## config.mk

```make
export PLATFORM = sky130hd
export DESIGN_NAME = mrp_mode_regs
export DESIGN_NICKNAME = d
export VERILOG_FILES = /design/src/logic/mrp_pkg.sv /design/src/logic/mrp_mode_regs.sv
export SDC_FILE = /design/constraint.sdc
export NUM_CORES = 1
export LEC_CHECK = 0
export ABC_AREA = 1
export BUFFER_PORTS_ARGS = -buffer_cell sky130_fd_sc_hd__clkbuf_2
export CAP_MARGIN = 40
export CORE_MARGIN = 4
export CORE_UTILIZATION = 40
export DETAILED_ROUTE_END_ITERATION = 10
export PLACE_DENSITY_LB_ADDON = 0.05
export RECOVER_POWER = 100
export SYNTH_ARGS = -nofsm -noshare
export SYNTH_HDL_FRONTEND = slang
export SYNTH_SLANG_ARGS = --single-unit
export TNS_END_PERCENT = 5
```

## constraint.sdc

```tcl
create_clock -name ref_clk -period 3.7 [get_ports ref_clk]
set_input_delay 0.555 -clock ref_clk [delete_from_list [all_inputs] [get_ports ref_clk]]
set_output_delay 0.555 -clock ref_clk [all_outputs]
set_load 0.02 [all_outputs]
```

## src/logic/mrp_pkg.sv

```systemverilog
/*
  Package for the mode-register programming block: pin bundle, field
  positions, register select codes and decode constants.
  Assumes one command clock sampled by the block's own 200 MHz clock.
*/
`default_nettype none
package mrp_pkg;
  // ************************************************************
  // sizes and select codes
  // ************************************************************
  localparam int          MR_COUNT  = 7;
  localparam int          MR_WIDTH  = 18;
  localparam logic [2:0]  SEL_MR0   = 3'h0;
  localparam logic [2:0]  SEL_EXT   = 3'h7;
  localparam logic [17:0] MR_RESET  = 18'h0_0000;

  // ************************************************************
  // field positions of mode_reg_zero, of the termination field and of the on-the-fly address bit
  // ************************************************************
  localparam int WR_LSB     = 9;
  localparam int DLLRST_BIT = 8;
  localparam int TM_BIT     = 7;
  localparam int BT_BIT     = 3;
  localparam int OTF_BIT    = 12;
  localparam int RTT_LSB    = 8;

  // ************************************************************
  // burst length codes
  // ************************************************************
  localparam logic [1:0] BL_FIXED8 = 2'h0;
  localparam logic [1:0] BL_OTF    = 2'h1;
  localparam logic [1:0] BL_FIXED4 = 2'h2;

  typedef struct packed {
    logic        linkClk;
    logic        cke;
    logic        csN;
    logic        actN;
    logic        rasN;
    logic        casN;
    logic        weN;
    logic        termCtl;
    logic [1:0]  bg;
    logic [1:0]  ba;
    logic [17:0] addr;
  } mrp_pins_t;

  typedef struct packed {
    logic [1:0] burstLen;
    logic       burstIlv;
    logic [4:0] casLat;
    logic [4:0] wrRec;
    logic [4:0] rtpCnt;
    logic       testMode;
  } mrp_mode_t;
endpackage
`default_nettype wire

```

## src/logic/mrp_mode_regs.sv

```systemverilog
/*
  Mode-register bank of the memory device: seven registers written by
  mode_register_set_cmd over bank-group, bank and address pins.
  Assumes the command pins and their clock come from outside this clock
  domain; the link clock runs slow enough to be edge-detected at 200 MHz.
*/
// Functional notes
// RL1: seven mode registers change only on a set command aimed at them
// RL2: controller writes all registers after reset before normal use
// RL3: controller drives every field of the chosen register on each write
// RL4: set commands and loop reset never touch stored array data
// RL5: controller spaces two set commands by mrs_to_mrs_delay, listed exceptions aside
// RL6: after input-behaviour changes controller waits for the update to finish
// RL7: controller waits mrs_to_other_cmd_delay before non-set, non-deselect commands
// RL8: listed slow functions follow their own longer update procedure
// RL9: set commands only when idle: banks precharged, bursts done, clock enable high
// RL10: termination pin low at set command when nominal termination is involved
// RL11: termination pin ignored at set command if termination disabled before and after
// RL12: controller drives reserved bits of register zero to zero
// RL13: group bit plus bank bits select registers zero to six
// RL14: register zero bits 11:9 set write recovery and read-to-precharge
// RL15: register zero bit 8 set requests a loop reset
// RL16: register zero bit 7 selects normal or test operation
// RL17: register zero bit 3 selects sequential or interleaved bursts
// RL18: register zero bits 1:0 select burst length mode
// RL19: write recovery code decodes 10 to 24, read-to-precharge half of it
// RL20: latency code decodes 9 to 16, then 18 to 24 in steps of two
// RL21: with on-the-fly bursts, bit 12 at read or write picks chop or eight
// RL22: select code 111 is ignored with no response
// RL23: controller never writes reserved codes; the testbench writes recovery code 111 and latency codes 1100 to 1111
`timescale 1ns/1ps
`default_nettype none
module mrp_mode_regs
  import mrp_pkg::*;
(
  input  wire logic       ref_clk,
  input  wire logic       reset,
  input  wire mrp_pins_t  pins,
  output mrp_mode_t       mode_r,
  output logic [17:0]     mr0Value_r,
  output logic            mrsSeen_r,
  output logic            dllRst_r,
  output logic            accessStb_r,
  output logic            chopThis_r,
  output logic            termOn_r
);
  // ************************************************************
  // decode functions
  // ************************************************************
  function automatic logic [4:0] wrDecode(input logic [2:0] code);
    case (code)
      3'h6:    wrDecode = 5'd24;
      3'h7:    wrDecode = 5'd0;
      default: wrDecode = 5'd10 + {1'b0, code, 1'b0};
    endcase
  endfunction

  function automatic logic [4:0] casDecode(input logic [3:0] code);
    if (!code[3]) begin
      casDecode = 5'd9 + {2'b00, code[2:0]};
    end else if (!code[2]) begin
      casDecode = 5'd18 + {2'b00, code[1:0], 1'b0};
    end else begin
      casDecode = 5'd0;
    end
  endfunction

  // ************************************************************
  // pin synchronisers and link clock edge
  // ************************************************************
  mrp_pins_t pinsS1_r;
  mrp_pins_t pinsS2_r;
  logic      linkPrev_r;

  always_ff @(posedge ref_clk or posedge reset) begin
    if (reset) begin
      pinsS1_r   <= '0;
      pinsS2_r   <= '0;
      linkPrev_r <= 1'b0;
    end else begin
      pinsS1_r   <= pins;
      pinsS2_r   <= pinsS1_r;
      linkPrev_r <= pinsS2_r.linkClk;
    end
  end

  wire        linkRise = pinsS2_r.linkClk & ~linkPrev_r;
  wire        selected = linkRise & ~pinsS2_r.csN & pinsS2_r.cke;
  wire        mrsAny   = selected & pinsS2_r.actN & ~pinsS2_r.rasN & ~pinsS2_r.casN & ~pinsS2_r.weN;
  wire        rdWrCmd  = selected & pinsS2_r.actN & pinsS2_r.rasN & ~pinsS2_r.casN;
  wire [2:0]  mrSel    = {pinsS2_r.bg[0], pinsS2_r.ba};
  wire        mrsHit   = mrsAny & (mrSel != SEL_EXT); // RL22
  wire [17:0] addrIn   = pinsS2_r.addr;

  // ************************************************************
  // seven mode registers
  // ************************************************************
  logic [17:0] mrBank_r [MR_COUNT];

  genvar gi;
  generate
    for (gi = 0; gi < MR_COUNT; gi++) begin : g_mr
      always_ff @(posedge ref_clk or posedge reset) begin
        if (reset) begin
          mrBank_r[gi] <= MR_RESET;
        end else if (mrsHit && mrSel == 3'(gi)) begin
          mrBank_r[gi] <= addrIn; // RL1 RL13
        end
      end
    end
  endgenerate

  // no array port exists here: a set command or loop reset only touches mode state RL4

  // ************************************************************
  // register zero decode
  // ************************************************************
  wire        mr0Load  = mrsHit & (mrSel == SEL_MR0);
  wire [2:0]  wrCode   = addrIn[WR_LSB +: 3];
  wire [3:0]  casCode  = {addrIn[6:4], addrIn[2]};
  wire [4:0]  wrNxt    = wrDecode(wrCode); // RL19
  wire mrp_mode_t modeNxt;

  assign modeNxt.burstLen = addrIn[1:0]; // RL18
  assign modeNxt.burstIlv = addrIn[BT_BIT]; // RL17
  assign modeNxt.casLat   = casDecode(casCode); // RL20
  assign modeNxt.wrRec    = wrNxt; // RL14
  assign modeNxt.rtpCnt   = {1'b0, wrNxt[4:1]}; // RL19
  assign modeNxt.testMode = addrIn[TM_BIT]; // RL16

  always_ff @(posedge ref_clk or posedge reset) begin
    if (reset) begin
      mode_r     <= '0;
      mr0Value_r <= MR_RESET;
    end else if (mr0Load) begin
      mode_r     <= modeNxt;
      mr0Value_r <= addrIn;
    end
  end

  // ************************************************************
  // command side effects
  // ************************************************************
  // chop when fixed four, or when on-the-fly and bit 12 low
  wire chopNxt = (mode_r.burstLen == BL_FIXED4) |
                 ((mode_r.burstLen == BL_OTF) & ~addrIn[OTF_BIT]);
  // termination setting before and after this command
  wire rttBefore = |mrBank_r[1][RTT_LSB +: 3];
  wire rttAfter  = (mrsHit && mrSel == 3'h1) ? |addrIn[RTT_LSB +: 3] : rttBefore;
  // pin is a don't care at a set command when termination stays disabled
  wire termNxt   = (mrsAny & ~rttBefore & ~rttAfter) ? 1'b0 : (rttAfter & pinsS2_r.termCtl);

  always_ff @(posedge ref_clk or posedge reset) begin
    if (reset) begin
      mrsSeen_r   <= 1'b0;
      dllRst_r    <= 1'b0;
      accessStb_r <= 1'b0;
      chopThis_r  <= 1'b0;
      termOn_r    <= 1'b0;
    end else begin
      mrsSeen_r   <= mrsHit;
      dllRst_r    <= mr0Load & addrIn[DLLRST_BIT]; // RL15
      accessStb_r <= rdWrCmd;
      if (rdWrCmd) begin
        chopThis_r <= chopNxt; // RL21
      end
      if (linkRise) begin
        termOn_r <= termNxt; // RL11
      end
    end
  end
endmodule
`default_nettype wire

```

==> impl_metrics.ini <==
[status]
status = finished clean

[clocking]
clkLatencyLatePin_ns = 0.35
cts_root_buf = clkbuf_8
cts_tree = done
ctsHoldBuffers = 0
clock_sinks = 94
htree_levels = 3
cts_setup_buffers = 0
cts_buffers = 9
clockBufferDepth = 2
clk_pin_slew_ns = 0.09
cts_resized = 0

[yosys]
synth_edf_count = 0
synthDistinctLibCells = 25
ys.warnings.count = 0
yosysSeqAreaShare = 0.7203
synth_ff_type = dfrtp_1
yosys.area_share.simple = 0.09579
synth_mux_area_frac = 0
avgSynthCellArea_um2 = 12.76
synth_xor_area_frac = 0
yosys.area.top_type = dfrtp_1
synth-adder-area-share = 0.01916
synth_seq_cells = 94
synth_area_leaders = dfrtp_1, o21ai_2, nand2_1, inv_1, buf_4
synth_most_common_cell = dfrtp_1
netlist.area_leader.share = 0.7203
syn_area_um2 = 3266
synthTopCellsByCount = dfrtp_1, nand2_1, inv_1
synth_top_family_by_area = simple AND/OR/NAND/NOR gates
synthCells = 256
synth_compound_area_frac = 0.08314
synth-async-reset-ratio = 1.000

[setup_path]
crit_buf_inv = 4
cp-end-kind = asynchronous set/reset pin
cpMaxStageDelayCell = clkbuf_2
r2r-start = linkPrev_r
critPathKind = in -> async
worstSetupStartpointType = input port
cpPeakStageDelay_ns = 1.08
path_common_cell = clkbuf_2
ff2ff_path_depth = 6
rr_endpoint = mr0Value_r[9]
ff2ff_setup_slack_ns = 1.39
cp_max_fo = 57
cp.arrival_ns = 2.74
required_ns = 4.14
crit_family = buffers and inverters
path_cells = clkbuf_2, clkinvlp_2, clkbuf_2, clkbuf_1

[floorplanning]
rows = 32
core-area_um2 = 7848
die_y_um = 98.36
die_x_um = 98.36
dieArea_um2 = 9674
start_util = 0.4161
ios = 74

[route]
drt_first_pass_iters = 4
routed_via_density = 4.161
wl_per_cell_um = 12.04
routed_wl_um = 5227
num_vias = 1806
drtIter0Drc = 32
postRouteAntennaNets = 0
drc_errors = 0

[timing]
tightestPinTransition_ns = 1.340
fin_tns_setup_ns = 0
finalClockSkew_ns = 0.007677
max_freq_mhz = 432.4
slew-limit-headroom = 0.1067
finalSetupViolCount = 0
fin_crit_ns = 2.313
final-max-slew-violation-count = 0
hold_viol = 0
whs_ns = 0.2441
fin_crit_sh = 0.6251
rsz0062_at_grt = false

[global_route]
grt_pass1_vias = 1830
antenna_found_initial = 0
grt_pass1_wl_um = 8983
grt_overflow = 0
gr-usage-all-layers = 0.1189
grt_max_degree = 58

[power_and_ir_drop]
ir_worst_vdd_mv = 0.2764
p_per_area_nw_per_um2 = 485.4
p_leak_nw = 1.839

[job]
cap_violations = 0

[finish]
antenna_cells = 0
stdcell_count = 434
final_area_um2 = 3670
drive_above_1_share = 0.1536
num-nets-final = 364
final_core_util = 0.4676
syn_to_final_growth_pct = 12.38

[min_path]
hold_path.class = in -> async

[placed_design]
place_inst = 418
gp_congestion = 0.6995
dpl-instance-area_um2 = 3672
post-dp-hpwl_um = 3532
portBuffers = 70
flip-flops by register name (all words and copies together) (netlist names), 3 cells and up:
register,flops
addrIn,18
mode_r,9
mr0Value_r,18
mrBank_r,3
mrSel,3
pinsS1_r,29
pinsS2_r,8
where the power goes:
group,leakage (nW),total [mW],switching (mW),internal (mW)
Combinational,0.577,0.0784,0.0526,0.0258
Sequential,1.18,1.08,0.0165,1.06
Clock,0.0869,0.622,0.365,0.257
Total,1.84,1.78,0.434,1.35
metrics by stage:
stage                     worst slack (ns)  power, mW
after floorplan                     0.6963      1.157
after global placement               1.719      1.191
after detailed placement             1.719      1.197
after CTS                            1.678      1.838
after global routing                0.8967      1.879
final                                1.387      1.781
cells in the final DEF, fill, tap and decap left out, types with 2 or more instances in the layout:
master / count
a21oi_1: 5
o22ai_1: 2
inv_8: 2
nand3_1: 4
clkinvlp_4: 2
conb_1: 2
clkbuf_1: 43
ha_1: 5
nor3_1: 4
nor2_1: 10
dfrtp_1: 94
nand2_1: 41
inv_1: 37
o21ai_0: 30
clkbuf_8: 9
nand4_1: 2
clkbuf_2: 31
metal layers:
metal	vias up	part of all wire	wire length, um	global-route usage
met5	-	0	0	0
met4	0	0.014	71	0.03782
met3	6	0.067	349	0.05357
met2	47	0.46	2386	0.1778
met1	826	0.46	2419	0.1555
li1	927	-	-	-
how the worst max path moves through the flow:
stage | from | end | cells after the start
4_1_cts | pinsS2_r[24] | mr0Value_r[9] | 6
2_1_floorplan | reset | accessStb_r | 1
6_report | reset | mrBank_r[100] | 4
3_3_place_gp | pinsS2_r[24] | mr0Value_r[9] | 6
3_5_place_dp | pinsS2_r[24] | mr0Value_r[9] | 6
5_1_grt | reset | pinsS1_r[26] | 4
cell type report:
cell class              count  area, um2
flip-flops and latches     94       2352
clock inverters             6      55.05
fillers                   792       4178
clock buffers              10      127.6
multi-input cells         111      550.5
well taps                 102      127.6
repair buffers             73      312.8
inverters                  38      143.9
cell families (layout without fill, tap and decap cells):
| kind of cell | after synthesis | after routing |
|---|---|---|
| compound gates | 39 | 39 |
| buf+inv | 52 | 127 |
| simple gates | 65 | 65 |
| fa+ha+maj | 5 | 5 |
| flops | 94 | 94 |
| other cells | 1 | 2 |
No activity file was read; power rests on OpenSTA's default activity.
